## src/rtl/dcc_pkg.sv

```systemverilog
package dcc_pkg;

  // printed register offsets, used as word indices
  localparam logic [31:0] DCC_IDX_SOFT_RESET = 32'h0f000040;
  localparam logic [31:0] DCC_IDX_IDLE       = 32'h0f000042;
  localparam logic [31:0] DCC_IDX_SEQ_EN     = 32'h0f000044;
  localparam logic [31:0] DCC_IDX_CHAN_EN    = 32'h0f000046;
  localparam logic [31:0] DCC_IDX_REQUEST    = 32'h0f000048;
  localparam logic [31:0] DCC_IDX_DIRECTION  = 32'h0f00004a;
  localparam logic [31:0] DCC_IDX_ARB_SEL    = 32'h0f00004c;
  localparam logic [31:0] DCC_IDX_CONTROL    = 32'h0f00004e;
  localparam logic [31:0] DCC_IDX_BCNT_LO    = 32'h0f000050;
  localparam logic [31:0] DCC_IDX_BCNT_HI    = 32'h0f000052;
  localparam logic [31:0] DCC_IDX_RCNT_LO    = 32'h0f000054;
  localparam logic [31:0] DCC_IDX_RCNT_HI    = 32'h0f000056;
  localparam logic [31:0] DCC_IDX_TC_IRQ     = 32'h0f000058;
  localparam logic [31:0] DCC_IDX_RBASE_LO   = 32'h0f0001e0;
  localparam logic [31:0] DCC_IDX_RBASE_HI   = 32'h0f0001e2;
  localparam logic [31:0] DCC_IDX_RNEXT_LO   = 32'h0f0001e4;
  localparam logic [31:0] DCC_IDX_RNEXT_HI   = 32'h0f0001e6;

  // byte addresses on the bus: four times the index
  localparam logic [31:0] DCC_A_SOFT_RESET = {DCC_IDX_SOFT_RESET[29:0], 2'b00};
  localparam logic [31:0] DCC_A_IDLE       = {DCC_IDX_IDLE[29:0], 2'b00};
  localparam logic [31:0] DCC_A_SEQ_EN     = {DCC_IDX_SEQ_EN[29:0], 2'b00};
  localparam logic [31:0] DCC_A_CHAN_EN    = {DCC_IDX_CHAN_EN[29:0], 2'b00};
  localparam logic [31:0] DCC_A_REQUEST    = {DCC_IDX_REQUEST[29:0], 2'b00};
  localparam logic [31:0] DCC_A_DIRECTION  = {DCC_IDX_DIRECTION[29:0], 2'b00};
  localparam logic [31:0] DCC_A_ARB_SEL    = {DCC_IDX_ARB_SEL[29:0], 2'b00};
  localparam logic [31:0] DCC_A_CONTROL    = {DCC_IDX_CONTROL[29:0], 2'b00};
  localparam logic [31:0] DCC_A_BCNT_LO    = {DCC_IDX_BCNT_LO[29:0], 2'b00};
  localparam logic [31:0] DCC_A_BCNT_HI    = {DCC_IDX_BCNT_HI[29:0], 2'b00};
  localparam logic [31:0] DCC_A_RCNT_LO    = {DCC_IDX_RCNT_LO[29:0], 2'b00};
  localparam logic [31:0] DCC_A_RCNT_HI    = {DCC_IDX_RCNT_HI[29:0], 2'b00};
  localparam logic [31:0] DCC_A_TC_IRQ     = {DCC_IDX_TC_IRQ[29:0], 2'b00};
  localparam logic [31:0] DCC_A_RBASE_LO   = {DCC_IDX_RBASE_LO[29:0], 2'b00};
  localparam logic [31:0] DCC_A_RBASE_HI   = {DCC_IDX_RBASE_HI[29:0], 2'b00};
  localparam logic [31:0] DCC_A_RNEXT_LO   = {DCC_IDX_RNEXT_LO[29:0], 2'b00};
  localparam logic [31:0] DCC_A_RNEXT_HI   = {DCC_IDX_RNEXT_HI[29:0], 2'b00};

  // channel bit positions (mask, request, grant)
  localparam int DCC_CH_FIR    = 0;
  localparam int DCC_CH_SER_RX = 1;
  localparam int DCC_CH_SER_TX = 2;
  localparam int DCC_CH_IO_RAM = 3;
  // direction and control field positions
  localparam int DCC_DIR_FIR_BIT   = 0;
  localparam int DCC_DIR_IO_BIT    = 1;
  localparam int DCC_CTL_AUTO_BIT  = 0;
  localparam int DCC_CTL_BLK_LSB   = 1;
  localparam int DCC_CTL_FIR_SPACE_EXTEND_BIT = 3;
  localparam int DCC_TC_BIT        = 0;

  // arbitration codes
  localparam logic [3:0] DCC_ARB_IO_RAM = 4'h8;
  localparam logic [3:0] DCC_ARB_SER_TX = 4'h4;
  localparam logic [3:0] DCC_ARB_SER_RX = 4'h2;
  localparam logic [3:0] DCC_ARB_FIR    = 4'h1;

  // block size codes and their size in 32-bit words
  localparam logic [1:0]  DCC_BLK_4B  = 2'h0;
  localparam logic [1:0]  DCC_BLK_16B = 2'h1;
  localparam logic [1:0]  DCC_BLK_32B = 2'h2;
  localparam logic [15:0] DCC_WORDS_4B  = 16'h0001;
  localparam logic [15:0] DCC_WORDS_16B = 16'h0004;
  localparam logic [15:0] DCC_WORDS_32B = 16'h0008;

  // reset values
  localparam logic [15:0] DCC_RST_RNEXT_LO = 16'hf800;
  localparam logic [15:0] DCC_RST_RNEXT_HI = 16'h01ff;
  localparam logic [15:0] DCC_RST_RBASE_LO = 16'h0000;
  localparam logic [15:0] DCC_RST_RBASE_HI = 16'h0000;

  // bus answers
  localparam logic [1:0] DCC_RESP_OKAY   = 2'h0;
  localparam logic [1:0] DCC_RESP_SLVERR = 2'h2;

  typedef enum logic [1:0] {
    DCC_ST_IDLE = 2'b01,
    DCC_ST_BUSY = 2'b10
  } dcc_state_e;

  typedef struct packed {
    dcc_state_e  state;
    logic [3:0]  grant;
    logic        to_mem;
    logic        soft_run;
    logic        seq_en;
    logic [3:0]  chan_en;
    logic        io_req;
    logic        fir_dir;
    logic        io_dir;
    logic [3:0]  arb;
    logic        fir_ext;
    logic [1:0]  blk;
    logic        auto_rl;
    logic [15:0] byte_cnt;
    logic [15:0] remain;
    logic [24:0] ram_base;
    logic [24:0] ram_next;
    logic        tc;
    logic        aw_got;
    logic        w_got;
    logic [31:0] awaddr;
    logic [15:0] wdata;
    logic [1:0]  wstrb;
    logic        awready;
    logic        wready;
    logic        bvalid;
    logic [1:0]  bresp;
    logic        arready;
    logic        rvalid;
    logic [15:0] rdata;
    logic [1:0]  rresp;
  } dcc_regs_s;

  // byte-lane merge of a write into a 16-bit register
  function automatic logic [15:0] dcc_merge(input logic [15:0] old_v,
                                            input logic [15:0] new_v,
                                            input logic [1:0]  strb);
    logic [15:0] res;
    res = old_v;
    if (strb[0]) begin
      res[7:0] = new_v[7:0];
    end
    if (strb[1]) begin
      res[15:8] = new_v[15:8];
    end
    return res;
  endfunction

endpackage

```

## src/rtl/dcc_arbiter.sv

```systemverilog
`timescale 1ns/10ps
`default_nettype none
module dcc_arbiter
  import dcc_pkg::*;
(
  input  wire logic [3:0] req,
  input  wire logic [3:0] sel,
  output var  logic [3:0] win
);

  logic [3:0] top;

  // favoured channel from the selection code
  always_comb begin
    case (sel)
      DCC_ARB_IO_RAM: top = 4'h8;
      DCC_ARB_SER_TX: top = 4'h4;
      DCC_ARB_SER_RX: top = 4'h2;
      DCC_ARB_FIR:    top = 4'h1;
      default:        top = 4'h0;
    endcase
  end

  // favoured channel first, then fir, rx, tx, io-ram
  always_comb begin
    if ((top & req) != 4'h0) begin
      win = top;
    end else if (req[DCC_CH_FIR]) begin
      win = 4'h1;
    end else if (req[DCC_CH_SER_RX]) begin
      win = 4'h2;
    end else if (req[DCC_CH_SER_TX]) begin
      win = 4'h4;
    end else if (req[DCC_CH_IO_RAM]) begin
      win = 4'h8;
    end else begin
      win = 4'h0;
    end
  end

endmodule
`default_nettype wire

```

## src/rtl/dcc_top.sv

```systemverilog
// Function
// - software writing one to io_ram_request starts the io-ram channel
// - at terminal count without auto reload, io_ram_request clears itself
// - writing zero stops the channel after the block in progress
// - read-only pending bits show fir, serial tx and rx requests
// - direction bit one selects io-ram transfer from external io to memory
// - direction bit zero selects fir transfer from internal unit to memory
// - arbitration codes 1000, 0100, 0010, 0001 favour one channel
// - other arbitration codes use fixed order fir, rx, tx, io-ram
// - fir_space_extend chooses two 2 KB or two 1 KB pages
// - block_size_sel chooses 32, 16 or 4 byte blocks; 11 reserved
// - auto reload restores next address from base and keeps running
// - byte count is 18 bits, word aligned, split over two registers
// - remaining count is 18-bit read/write, tracks untransferred bytes
// - terminal_count_flag reads one while terminal count is pending
// - pending terminal count drives the bus unit interrupt output
// - reserved bits are written zero and always read zero
// - controller_soft_reset at zero holds the controller in reset
// - sequencer_enable at one enables all channels, zero disables
// - per-channel enable bits gate each channel including io-ram
// - read-only next address shows the io-ram channel ram address
//
// Local design decision: register access over AXI4-Lite.
`timescale 1ns/10ps
`default_nettype none
module dcc_top
  import dcc_pkg::*;
(
  input  wire logic        CLOCK,
  input  wire logic        RST_N,
  input  wire logic [31:0] AWADDR,
  input  wire logic        AWVALID,
  output var  logic        AWREADY,
  input  wire logic [31:0] WDATA,
  input  wire logic [3:0]  WSTRB,
  input  wire logic        WVALID,
  output var  logic        WREADY,
  output var  logic [1:0]  BRESP,
  output var  logic        BVALID,
  input  wire logic        BREADY,
  input  wire logic [31:0] ARADDR,
  input  wire logic        ARVALID,
  output var  logic        ARREADY,
  output var  logic [31:0] RDATA,
  output var  logic [1:0]  RRESP,
  output var  logic        RVALID,
  input  wire logic        RREADY,
  input  wire logic        FIR_REQ,
  input  wire logic        SER_RX_REQ,
  input  wire logic        SER_TX_REQ,
  input  wire logic        BUS_DONE,
  output var  logic [3:0]  GRANT,
  output var  logic        XFER_TO_MEM,
  output var  logic [1:0]  BLOCK_SIZE_SEL,
  output var  logic        FIR_SPACE_EXTEND,
  output var  logic [26:0] RAM_NEXT_ADDR,
  output var  logic        BUS_UNIT_IRQ
);

  dcc_regs_s   st_ff;
  dcc_regs_s   nxt_st;
  logic [3:0]  chan_req;
  logic [3:0]  chan_win;
  logic [15:0] blk_words;
  logic [15:0] wr_val;
  logic [15:0] rd_val;
  logic        rd_ok;
  logic        do_write;

  // channel requests gated by the enables
  always_comb begin
    chan_req[DCC_CH_FIR]    = FIR_REQ & st_ff.chan_en[DCC_CH_FIR];
    chan_req[DCC_CH_SER_RX] = SER_RX_REQ & st_ff.chan_en[DCC_CH_SER_RX];
    chan_req[DCC_CH_SER_TX] = SER_TX_REQ & st_ff.chan_en[DCC_CH_SER_TX];
    chan_req[DCC_CH_IO_RAM] = st_ff.io_req
                              & st_ff.chan_en[DCC_CH_IO_RAM];
    if (!st_ff.seq_en) begin
      chan_req = 4'h0;
    end
  end

  dcc_arbiter u_arb (
    .req (chan_req),
    .sel (st_ff.arb),
    .win (chan_win)
  );

  // words per block from the size code
  always_comb begin
    case (st_ff.blk)
      DCC_BLK_32B: blk_words = DCC_WORDS_32B;
      DCC_BLK_16B: blk_words = DCC_WORDS_16B;
      DCC_BLK_4B:  blk_words = DCC_WORDS_4B;
      default:     blk_words = DCC_WORDS_4B;
    endcase
  end

  // register read decode
  always_comb begin
    rd_val = 16'h0000;
    rd_ok  = 1'b1;
    case (ARADDR)
      DCC_A_SOFT_RESET: rd_val[0] = st_ff.soft_run;
      DCC_A_IDLE:       rd_val[0] = (st_ff.state == DCC_ST_IDLE);
      DCC_A_SEQ_EN:     rd_val[0] = st_ff.seq_en;
      DCC_A_CHAN_EN:    rd_val[3:0] = st_ff.chan_en;
      DCC_A_REQUEST: begin
        rd_val[DCC_CH_IO_RAM] = st_ff.io_req;
        rd_val[DCC_CH_SER_TX] = SER_TX_REQ;
        rd_val[DCC_CH_SER_RX] = SER_RX_REQ;
        rd_val[DCC_CH_FIR]    = FIR_REQ;
      end
      DCC_A_DIRECTION: begin
        rd_val[DCC_DIR_IO_BIT]  = st_ff.io_dir;
        rd_val[DCC_DIR_FIR_BIT] = st_ff.fir_dir;
      end
      DCC_A_ARB_SEL:    rd_val[3:0] = st_ff.arb;
      DCC_A_CONTROL: begin
        rd_val[DCC_CTL_FIR_SPACE_EXTEND_BIT] = st_ff.fir_ext;
        rd_val[DCC_CTL_BLK_LSB+:2] = st_ff.blk;
        rd_val[DCC_CTL_AUTO_BIT]  = st_ff.auto_rl;
      end
      DCC_A_BCNT_LO:    rd_val = {st_ff.byte_cnt[13:0], 2'b00};
      DCC_A_BCNT_HI:    rd_val[1:0] = st_ff.byte_cnt[15:14];
      DCC_A_RCNT_LO:    rd_val = {st_ff.remain[13:0], 2'b00};
      DCC_A_RCNT_HI:    rd_val[1:0] = st_ff.remain[15:14];
      DCC_A_TC_IRQ:     rd_val[DCC_TC_BIT] = st_ff.tc;
      DCC_A_RBASE_LO:   rd_val = {st_ff.ram_base[13:0], 2'b00};
      DCC_A_RBASE_HI:   rd_val[10:0] = st_ff.ram_base[24:14];
      DCC_A_RNEXT_LO:   rd_val = {st_ff.ram_next[13:0], 2'b00};
      DCC_A_RNEXT_HI:   rd_val[10:0] = st_ff.ram_next[24:14];
      default:          rd_ok = 1'b0;
    endcase
  end

  // next state: bus slave, register writes, then the sequencer
  always_comb begin
    nxt_st   = st_ff;
    do_write = st_ff.aw_got & st_ff.w_got & ~st_ff.bvalid;
    wr_val   = 16'h0000;

    // write address and data taken in either order
    if (AWVALID && st_ff.awready) begin
      nxt_st.aw_got = 1'b1;
      nxt_st.awaddr = AWADDR;
    end
    if (WVALID && st_ff.wready) begin
      nxt_st.w_got = 1'b1;
      nxt_st.wdata = WDATA[15:0];
      nxt_st.wstrb = WSTRB[1:0];
    end
    if (st_ff.bvalid && BREADY) begin
      nxt_st.bvalid = 1'b0;
    end

    // register writes; reserved bits are never stored
    if (do_write) begin
      nxt_st.aw_got = 1'b0;
      nxt_st.w_got  = 1'b0;
      nxt_st.bvalid = 1'b1;
      nxt_st.bresp  = DCC_RESP_OKAY;
      case (st_ff.awaddr)
        DCC_A_SOFT_RESET: begin
          wr_val = dcc_merge(16'h0000, st_ff.wdata, st_ff.wstrb);
          if (st_ff.wstrb[0]) begin
            nxt_st.soft_run = wr_val[0];
          end
        end
        DCC_A_SEQ_EN: begin
          if (st_ff.wstrb[0]) begin
            nxt_st.seq_en = st_ff.wdata[0];
          end
        end
        DCC_A_CHAN_EN: begin
          if (st_ff.wstrb[0]) begin
            nxt_st.chan_en = st_ff.wdata[3:0];
          end
        end
        DCC_A_REQUEST: begin
          if (st_ff.wstrb[0]) begin
            nxt_st.io_req = st_ff.wdata[DCC_CH_IO_RAM];
            if (st_ff.wdata[DCC_CH_IO_RAM] && !st_ff.io_req) begin
              nxt_st.remain   = st_ff.byte_cnt;
              nxt_st.ram_next = st_ff.ram_base;
            end
          end
        end
        DCC_A_DIRECTION: begin
          if (st_ff.wstrb[0]) begin
            nxt_st.io_dir  = st_ff.wdata[DCC_DIR_IO_BIT];
            nxt_st.fir_dir = st_ff.wdata[DCC_DIR_FIR_BIT];
          end
        end
        DCC_A_ARB_SEL: begin
          if (st_ff.wstrb[0]) begin
            nxt_st.arb = st_ff.wdata[3:0];
          end
        end
        DCC_A_CONTROL: begin
          if (st_ff.wstrb[0]) begin
            nxt_st.fir_ext = st_ff.wdata[DCC_CTL_FIR_SPACE_EXTEND_BIT];
            nxt_st.blk     = st_ff.wdata[DCC_CTL_BLK_LSB+:2];
            nxt_st.auto_rl = st_ff.wdata[DCC_CTL_AUTO_BIT];
          end
        end
        DCC_A_BCNT_LO: begin
          wr_val = dcc_merge({st_ff.byte_cnt[13:0], 2'b00},
                             st_ff.wdata, st_ff.wstrb);
          nxt_st.byte_cnt[13:0] = wr_val[15:2];
        end
        DCC_A_BCNT_HI: begin
          if (st_ff.wstrb[0]) begin
            nxt_st.byte_cnt[15:14] = st_ff.wdata[1:0];
          end
        end
        DCC_A_RCNT_LO: begin
          wr_val = dcc_merge({st_ff.remain[13:0], 2'b00},
                             st_ff.wdata, st_ff.wstrb);
          nxt_st.remain[13:0] = wr_val[15:2];
        end
        DCC_A_RCNT_HI: begin
          if (st_ff.wstrb[0]) begin
            nxt_st.remain[15:14] = st_ff.wdata[1:0];
          end
        end
        DCC_A_TC_IRQ: begin
          if (st_ff.wstrb[0] && !st_ff.wdata[DCC_TC_BIT]) begin
            nxt_st.tc = 1'b0;
          end
        end
        DCC_A_RBASE_LO: begin
          wr_val = dcc_merge({st_ff.ram_base[13:0], 2'b00},
                             st_ff.wdata, st_ff.wstrb);
          nxt_st.ram_base[13:0] = wr_val[15:2];
        end
        DCC_A_RBASE_HI: begin
          wr_val = dcc_merge({5'h00, st_ff.ram_base[24:14]},
                             st_ff.wdata, st_ff.wstrb);
          nxt_st.ram_base[24:14] = wr_val[10:0];
        end
        DCC_A_IDLE, DCC_A_RNEXT_LO, DCC_A_RNEXT_HI: begin
          nxt_st.bresp = DCC_RESP_OKAY;
        end
        default: nxt_st.bresp = DCC_RESP_SLVERR;
      endcase
    end

    // sequencer: grant a channel, hold it until the block ends
    case (st_ff.state)
      DCC_ST_IDLE: begin
        if (chan_win != 4'h0) begin
          nxt_st.grant = chan_win;
          nxt_st.state = DCC_ST_BUSY;
          case (chan_win)
            4'h8:    nxt_st.to_mem = st_ff.io_dir;
            4'h1:    nxt_st.to_mem = st_ff.fir_dir;
            4'h2:    nxt_st.to_mem = 1'b1;
            default: nxt_st.to_mem = 1'b0;
          endcase
        end
      end
      DCC_ST_BUSY: begin
        // a cleared request only takes effect once this block ends
        if (BUS_DONE) begin
          nxt_st.grant = 4'h0;
          nxt_st.state = DCC_ST_IDLE;
          if (st_ff.grant[DCC_CH_IO_RAM]) begin
            nxt_st.ram_next = st_ff.ram_next + {9'h000, blk_words};
            // short count saturates to zero
            if (st_ff.remain <= blk_words) begin
              nxt_st.remain = 16'h0000;
              nxt_st.tc     = 1'b1;
              if (st_ff.auto_rl) begin
                nxt_st.ram_next = st_ff.ram_base;
                nxt_st.remain   = st_ff.byte_cnt;
              end else begin
                nxt_st.io_req = 1'b0;
              end
            end else begin
              nxt_st.remain = st_ff.remain - blk_words;
            end
          end
        end
      end
      default: begin
        nxt_st.state = DCC_ST_IDLE;
        nxt_st.grant = 4'h0;
      end
    endcase

    // soft reset holds the sequencer and io-ram request cleared
    if (!st_ff.soft_run) begin
      nxt_st.state  = DCC_ST_IDLE;
      nxt_st.grant  = 4'h0;
      nxt_st.io_req = 1'b0;
    end

    // read channel
    if (st_ff.rvalid && RREADY) begin
      nxt_st.rvalid = 1'b0;
    end
    if (ARVALID && st_ff.arready) begin
      nxt_st.rvalid = 1'b1;
      nxt_st.rdata  = rd_val;
      nxt_st.rresp  = rd_ok ? DCC_RESP_OKAY : DCC_RESP_SLVERR;
    end

    // ready flags follow the holding state
    nxt_st.awready = ~nxt_st.aw_got;
    nxt_st.wready  = ~nxt_st.w_got;
    nxt_st.arready = ~nxt_st.rvalid;
  end

  // state register with synchronous reset
  always_ff @(posedge CLOCK) begin
    if (!RST_N) begin
      st_ff          <= '0;
      st_ff.state    <= DCC_ST_IDLE;
      st_ff.ram_next <= {DCC_RST_RNEXT_HI[10:0], DCC_RST_RNEXT_LO[15:2]};
      st_ff.ram_base <= {DCC_RST_RBASE_HI[10:0], DCC_RST_RBASE_LO[15:2]};
    end else begin
      st_ff <= nxt_st;
    end
  end

  // outputs straight from the state register
  assign AWREADY          = st_ff.awready;
  assign WREADY           = st_ff.wready;
  assign BVALID           = st_ff.bvalid;
  assign BRESP            = st_ff.bresp;
  assign ARREADY          = st_ff.arready;
  assign RVALID           = st_ff.rvalid;
  assign RRESP            = st_ff.rresp;
  assign RDATA            = {16'h0000, st_ff.rdata};
  assign GRANT            = st_ff.grant;
  assign XFER_TO_MEM      = st_ff.to_mem;
  assign BLOCK_SIZE_SEL   = st_ff.blk;
  assign FIR_SPACE_EXTEND = st_ff.fir_ext;
  assign RAM_NEXT_ADDR    = {st_ff.ram_next, 2'b00};
  assign BUS_UNIT_IRQ     = st_ff.tc;

endmodule
`default_nettype wire

```

## config.mk

```make
export PLATFORM = sky130hd
export DESIGN_NAME = dcc_top
export DESIGN_NICKNAME = d
export VERILOG_FILES = /design/src/rtl/dcc_pkg.sv /design/src/rtl/dcc_arbiter.sv /design/src/rtl/dcc_top.sv
export SDC_FILE = /design/constraint.sdc
export NUM_CORES = 1
export LEC_CHECK = 0
export BUFFER_PORTS_ARGS = -buffer_cell sky130_fd_sc_hd__buf_2
export CAP_MARGIN = 0
export CORE_MARGIN = 2
export CORE_UTILIZATION = 44
export CTS_BUF_LIST = sky130_fd_sc_hd__clkbuf_4 sky130_fd_sc_hd__clkbuf_8
export CTS_CLUSTER_SIZE = 40
export DETAILED_ROUTE_END_ITERATION = 10
export GPL_TIMING_DRIVEN = 0
export PLACE_DENSITY = 0.73
export SYNTH_ARGS = -nofsm -noshare
export SYNTH_HDL_FRONTEND = slang
export SYNTH_SLANG_ARGS = --single-unit
export TNS_END_PERCENT = 100
```

## constraint.sdc

```tcl
create_clock -name CLOCK -period 2.9 [get_ports CLOCK]
set_clock_uncertainty 0.15 [all_clocks]
set_input_delay 0 -clock CLOCK [delete_from_list [all_inputs] [get_ports CLOCK]]
set_output_delay 0 -clock CLOCK [all_outputs]
set_load 0.005 [all_outputs]
```

Yosys cells after proc, flatten, opt, wreduce, memory -nomap -nowiden
Index checks and enable logic that the tools add are counted.
- div/mod/pow operators: 0
- bitwise logic cells: 11
- muxes and demuxes: 73
- multiply operators: 0
- equality and inequality tests: 47
- order comparisons: 1
- shifts and indexed selects: 0
- add/sub/neg operators: 2
- reductions and logical operators: 30
- operators with widths (kind ; count):
    32-bit by 30-bit == test with 1-bit output (second input constant) ; 34
    16-bit two-way mux ; 7
    26-bit two-way mux ; 4
    25-bit two-way mux ; 4
    96-bit two-way mux ; 1
    8-bit two-way mux ; 7
    7-bit one-hot mux with 6 select lines ; 1
    4-bit two-way mux ; 10
    3-bit AND reduction ; 13
    17-bit OR reduction ; 2
    14-bit two-way mux ; 2
    14-bit one-hot mux with 2 select lines ; 1
    25-bit by 16-bit adder with 25-bit output ; 1
    2-bit one-hot mux with 10 select lines ; 1
    5-bit one-hot mux with 4 select lines ; 1
    19-bit two-way mux ; 1
    16-bit less-or-equal comparator ; 1
    4-bit one-hot mux with 4 select lines ; 1
    16-bit subtractor ; 1
    1-bit two-way mux ; 14
    2-bit two-way mux ; 7
    1-bit one-hot mux with 13 select lines ; 1
    6-bit one-hot mux with 2 select lines ; 1
    11-bit two-way mux ; 1
    other kinds (23) ; 47
- bits in read-only memories: 0
- word-level logic and storage cells: 200
- flip-flop bits (word level): 184
- output and inout port bits: 77
- RAM bits: 0
- memories kept: 0
- bits of input ports: 111
- latch bits: 0

Depth between registers and ports, before layout
- depth in word-level cells: 11
- depth in mapped cells: 12
- gate-level depth less buffers: 10

Cells and area by module
From an unflattened synthesis, not the netlist that was laid out.
- cell total of the unflattened synthesis: 1293
- area total of the unflattened synthesis: 10216.0 um^2
- by module, submodules not included (module ; area each (um^2) ; sequential area each (um^2) ; times used ; cells an instance):
    dcc_top ; 10107.2 ; 3643.5 ; 1 ; 1278
    dcc_arbiter ; 108.9 ; 0.0 ; 1 ; 15

Least setup slack after synthesis
Ideal clock, no wire load.
- path type: flip-flop to flip-flop
- start: reg st_ff, in the netlist BLOCK_SIZE_SEL[0]
- end: reg st_ff, in the netlist RAM_NEXT_ADDR[17]
- data required time: 2.668 ns
- clock period less this slack: 2.672 ns
- arrival: 2.440 ns
- stages on the path, launching flop included: 11
- slack: 0.228 ns
- path buffers: 1
- library setup time: 0.082 ns
- cell sequence: dfxtp_1 > inv_1 > ha_1 > ha_1 > ha_1 > nor2b_1 > o211ai_1 > a31o_1 > buf_4 > or4_1 > o2111ai_1
- longest elaborated chain between the ends: 8
- elaborated cells on any way between the ends: 10
- classes of those cells: 1 x add/sub; 1 x order compare; 2 x eq/ne; 6 x mux
- RTL lines (item ; RTL line ; text):
    start, declared ; dcc_top.sv:60 ; dcc_regs_s st_ff;
    start signal, assigned ; dcc_top.sv:322 ; st_ff <= nxt_st;
    2-bit by 1-bit == test with 1-bit output or 2-bit == test (tied branches) ; dcc_top.sv:90 ; case (st_ff.blk)
    4-bit one-hot mux with 2 select lines (*) ; dcc_top.sv:90 ;
    25-bit by 16-bit adder with 25-bit output ; dcc_top.sv:268 ; nxt_st.ram_next = st_ff.ram_next + {9'h000, blk_words};
    25-bit two-way mux ; dcc_top.sv:273 ; if (st_ff.auto_rl) begin
    26-bit two-way mux (*) ; dcc_top.sv:270 ; if (st_ff.remain <= blk_words) begin
    26-bit two-way mux (*) ; dcc_top.sv:267 ; if (st_ff.grant[DCC_CH_IO_RAM]) begin
    26-bit two-way mux (*) ; dcc_top.sv:264 ; if (BUS_DONE) begin
    26-bit two-way mux (*) ; dcc_top.sv:249 ; case (st_ff.state)
Every way passes the cells marked *; elsewhere a longest branch is shown, timed or not.
A chain may end at the register's enable or synchronous reset.

Worst setup path after layout
- start: reg st_ff[47] in the netlist's numbering
- end: reg st_ff, in the netlist RAM_NEXT_ADDR[15]
- longest elaborated chain between the ends: 6
- RTL lines (item ; RTL line ; text):
    32-bit by 30-bit == test with 1-bit output (*) ; dcc_top.sv:162 ; case (st_ff.awaddr)
    25-bit two-way mux (*) ; dcc_top.sv:162 ;
    96-bit two-way mux (*) ; dcc_top.sv:157 ; if (do_write) begin
    26-bit two-way mux ; dcc_top.sv:267 ;
    26-bit two-way mux ; dcc_top.sv:264 ;
    26-bit two-way mux (*) ; dcc_top.sv:249 ;
Marks and branches as above.

==> flow_summary_export.csv <==
group,metric,value,unit
outcome,status,"finished, final reports clean",
clocking,cts.clk_slew.worst_paths,0.10,ns
floorplan,design.die.area,25200,um2
worst_hold_path,hold_path_class,"in -> reg",
synth,yosysWarnings,0,
floorplan,dieHeight,158.7,um
synth,synthCells,1324,
drt,final_antenna_net_count,0,
synth,yosys_register_bits,182,
synth,ys_seq_area_frac,0.3458,
timing,achievable-frequency,355.9,MHz
placement,gpl.final_weighted_congestion,0.9817,
power,power.total,0.005094,W
power,worst_ir_drop_vdd,0.2757,mV
finish,multi_input_area,6048,um2
synth,post_synth.cell_area_avg,7.958,um2
synth,ys_dominant_reg_cell,"dfxtp_1",
finish,final_nets,1716,
finish,fin_cells,1926,
clocking,tritoncts_num_sinks,182,
drt,drt_first_pass_iters,6,
synth,synth_enable_flop_cells,0,
power,p_leak,5.290,nW
timing,hold_viol_final,0,
placement,detailedPlacementHpwl,26980,um
drt,num_vias,11260,
clocking,cts-htree-levels,4,
timing,worst-slew-pin-transition,0.8910,ns
placement,place.port_buffers,146,
global_route,grt_max_degree,17,
floorplan,io_pins,188,
finish,layout-area-overhead-vs-synth,24.53,%
critical_path,worst-setup-path-type,"reg -> reg",
critical_path,cp-start-kind,"flop",
job,drv.max_cap_violation_count,0,
synth,netlist_area,10540,um2
clocking,clock_tree_from_tritoncts,"built",
synth,async_flop_share,0,
critical_path,critical_path_peak_fanout,10,
global_route,grtUsageTotal,0.2864,
power,power_per_cell_area,388.2,nW/um2
clocking,clk_root_buffer_cell,"clkbuf_8",
clocking,clk-insertion-delay-late,0.48,ns
critical_path,critical_path_required,3.09,ns
drt,via_per_inst,5.844,
finish,num-fill-cells,2179,
clocking,cts_buffers,17,
timing,unrepaired_setup_endpoints_after_global_routing,"yes",
drt,post_drt_wl_per_cell,19.52,um
critical_path,critical_path_arrival,3.00,ns
timing,report.final.slew_viol_count,0,
floorplan,die_width,158.7,um
global_route,antenna_found_initial,0,
clocking,cts-root-to-sink-buffers,2,
synth,ys_types,91,
floorplan,rows,56,
global_route,grt_first_pass_wirelength,57660,um
timing,setup_violations,0,
finish,area.sequential,3649,um2
drt,detail_route.drc_violations,0,
timing,finalWorstPathRequiredPeriod,2.810,ns
timing,timing.max_slew.rel_slack,0.4060,
critical_path,cp-end-kind,"flop",
floorplan,start_util,0.4489,
floorplan,core,23470,um2
drt,drt-total-wl,37590,um
placement,dp.cells,1808,
finish,final_layout_size_suffix_gt1_frac,0.2042,
global_route,via_count_of_the_first_global_routing_pass,10420,
drt,dr.first_iter.drc_count,1231,
global_route,globalRoute.totalOverflow,0,
timing,finalCritPeriodShare,0.9690,
timing,totalNegativeSetupSlack,0,ns
-- Yosys cell counts, types with 9 or more instances --
master | count | area share
nand2_1 | 221 | 0.079
xor2_1 | 15 | 0.012
nor3_1 | 16 | 0.0076
nand4_1 | 14 | 0.0083
buf_4 | 73 | 0.052
dfxtp_1 | 182 | 0.35
a311oi_1 | 12 | 0.010
a21oi_1 | 118 | 0.056
inv_1 | 23 | 0.0082
nor4_1 | 11 | 0.0065
and2_1 | 11 | 0.0065
ha_1 | 10 | 0.012
nand2b_1 | 13 | 0.0077
nand4b_1 | 9 | 0.0075
mux2i_1 | 73 | 0.069
and3_1 | 14 | 0.0083
a221oi_1 | 17 | 0.014
clkbuf_1 | 63 | 0.022
buf_2 | 13 | 0.0062
nor2_1 | 89 | 0.032
o21ai_0 | 53 | 0.025
o22ai_1 | 12 | 0.0071
nand3_1 | 51 | 0.024
a31oi_1 | 13 | 0.0077
buf_1 | 11 | 0.0039
o221ai_1 | 19 | 0.016
-- registers in the layout, summed over array words and instances, names as in the netlist, 2 cells and up --
name	count
BLOCK_SIZE_SEL	2
RDATA	16
st_ff	125
RAM_NEXT_ADDR	25
GRANT	4
-- worst paths after layout --
path	from	endpoint	slack, ns	cells past startpoint
max	st_ff[47]	RAM_NEXT_ADDR[15]	0.09	6
max reg2reg	st_ff[47]	RAM_NEXT_ADDR[15]	0.09	6
min reg2reg	st_ff[69]	st_ff[69]	0.31	2
min	AWVALID	st_ff[69]	0.04	5
-- timing repair --
action | in CTS | in global routing
cloned | 0 | 0
setup buffers | 3 | 5
hold endpoints to repair | 68 | 0
gates resized for setup | 11 | 18
hold buffers | 79 | 0
setup endpoints to repair | 34 | 27
pin swaps | 2 | 1
-- final cells by class --
type,count,share of cell area
Sequential cell,182,0.2781
Buffer,161,0.07009
Timing Repair Buffer,233,0.1215
Multi-Input combinational cell,977,0.4610
Clock inverter,8,0.01154
Tap cell,319,0.03042
Antenna cell,1,0.0001907
Clock buffer,22,0.02069
Inverter,23,0.006580
-- placed cells by master (no fill, tap or decap), types with 6 or more instances in the layout --
master         netlist  layout
nand4b_1             9       9
a221oi_1            17      16
mux2_2               7       7
nand2_1            221     220
nor2b_1              8       7
conb_1               1      20
nand2b_1            13      13
dfxtp_1            182     180
clkbuf_4             0       6
o22ai_1             12      12
buf_1               11      11
xor2_1              15      15
a211oi_1             6       6
a21oi_1            118     118
o221ai_1            19      19
ha_1                10       7
o211ai_1             7       7
o21ai_1              4       7
nor2_1              89      88
o21ai_0             53      50
dlygate4sd3_1        0      79
mux2i_1             73      73
clkbuf_8             0      17
a22oi_1              7       7
xnor2_1              7       7
nand3_1             51      51
inv_1               23      23
a311oi_1            12      12
nor4_1              11      11
and2_1              11      11
and3_1              14      14
and4_1               8       8
buf_4               73      79
nand4_1             14      14
buf_2               13     159
o211a_1              6       6
clkbuf_1            63      59
nor3_1              16      16
a31oi_1             13      11
-- power breakdown --
group	total (W)	leakage (nW)	internal (W)	switching (W)
sequential	0.00260	1.48	0.00255	0.0000485
clock	0.00193	0.206	0.000979	0.000949
combinational	0.000566	3.61	0.000257	0.000310
-- metal layers --
layer,vias up,GRT usage,share of wire
met1,5269,0.3783,0.41
met4,0,0.1038,0.032
met3,103,0.05068,0.099
met5,-,0,0
met2,636,0.4688,0.46
li1,5247,-,-
-- worst max-delay path: stages, from the launching register on --
cell      delay (ns)
dfxtp_1         0.30
buf_2           0.17
nor4b_4         0.64
nand4b_1        0.44
o21ai_2         0.62
and3_1          0.26
o211ai_1        0.09
-- metrics by stage --
stage / instance area [um2] / utilization / hold WS [ns] / setup slack (ns)
CTS: 13010 / 0.5541 / 0.01284 / 0.01819
floorplan: 10610 / - / -0.01404 / 0.2277
global route: 13120 / 0.5589 / 0.05376 / -0.04323
detailed placement: 11740 / 0.5001 / 0.09600 / -0.4822
finish: 13120 / 0.5590 / 0.03645 / 0.09003
global placement: 11740 / 0.5001 / 0.09389 / -0.4788
-- kinds of logic (layout without fill, tap and decap cells) --
kind of cell               Yosys count  count (layout)  share of synthesized area
AOI/OAI and AO/OA                  327             327                     0.2024
buffers and inverters              184             447                    0.09381
muxes                               82              82                    0.08004
and+or+nand+nor                    516             516                     0.2475
xor gates and xnor gates            22              22                    0.01829
DFF                                182             182                     0.3458
adders and majority gates           10              10                    0.01188
other                                1              21                  0.0003559
Note: power is estimated with default switching activity, not from simulation.
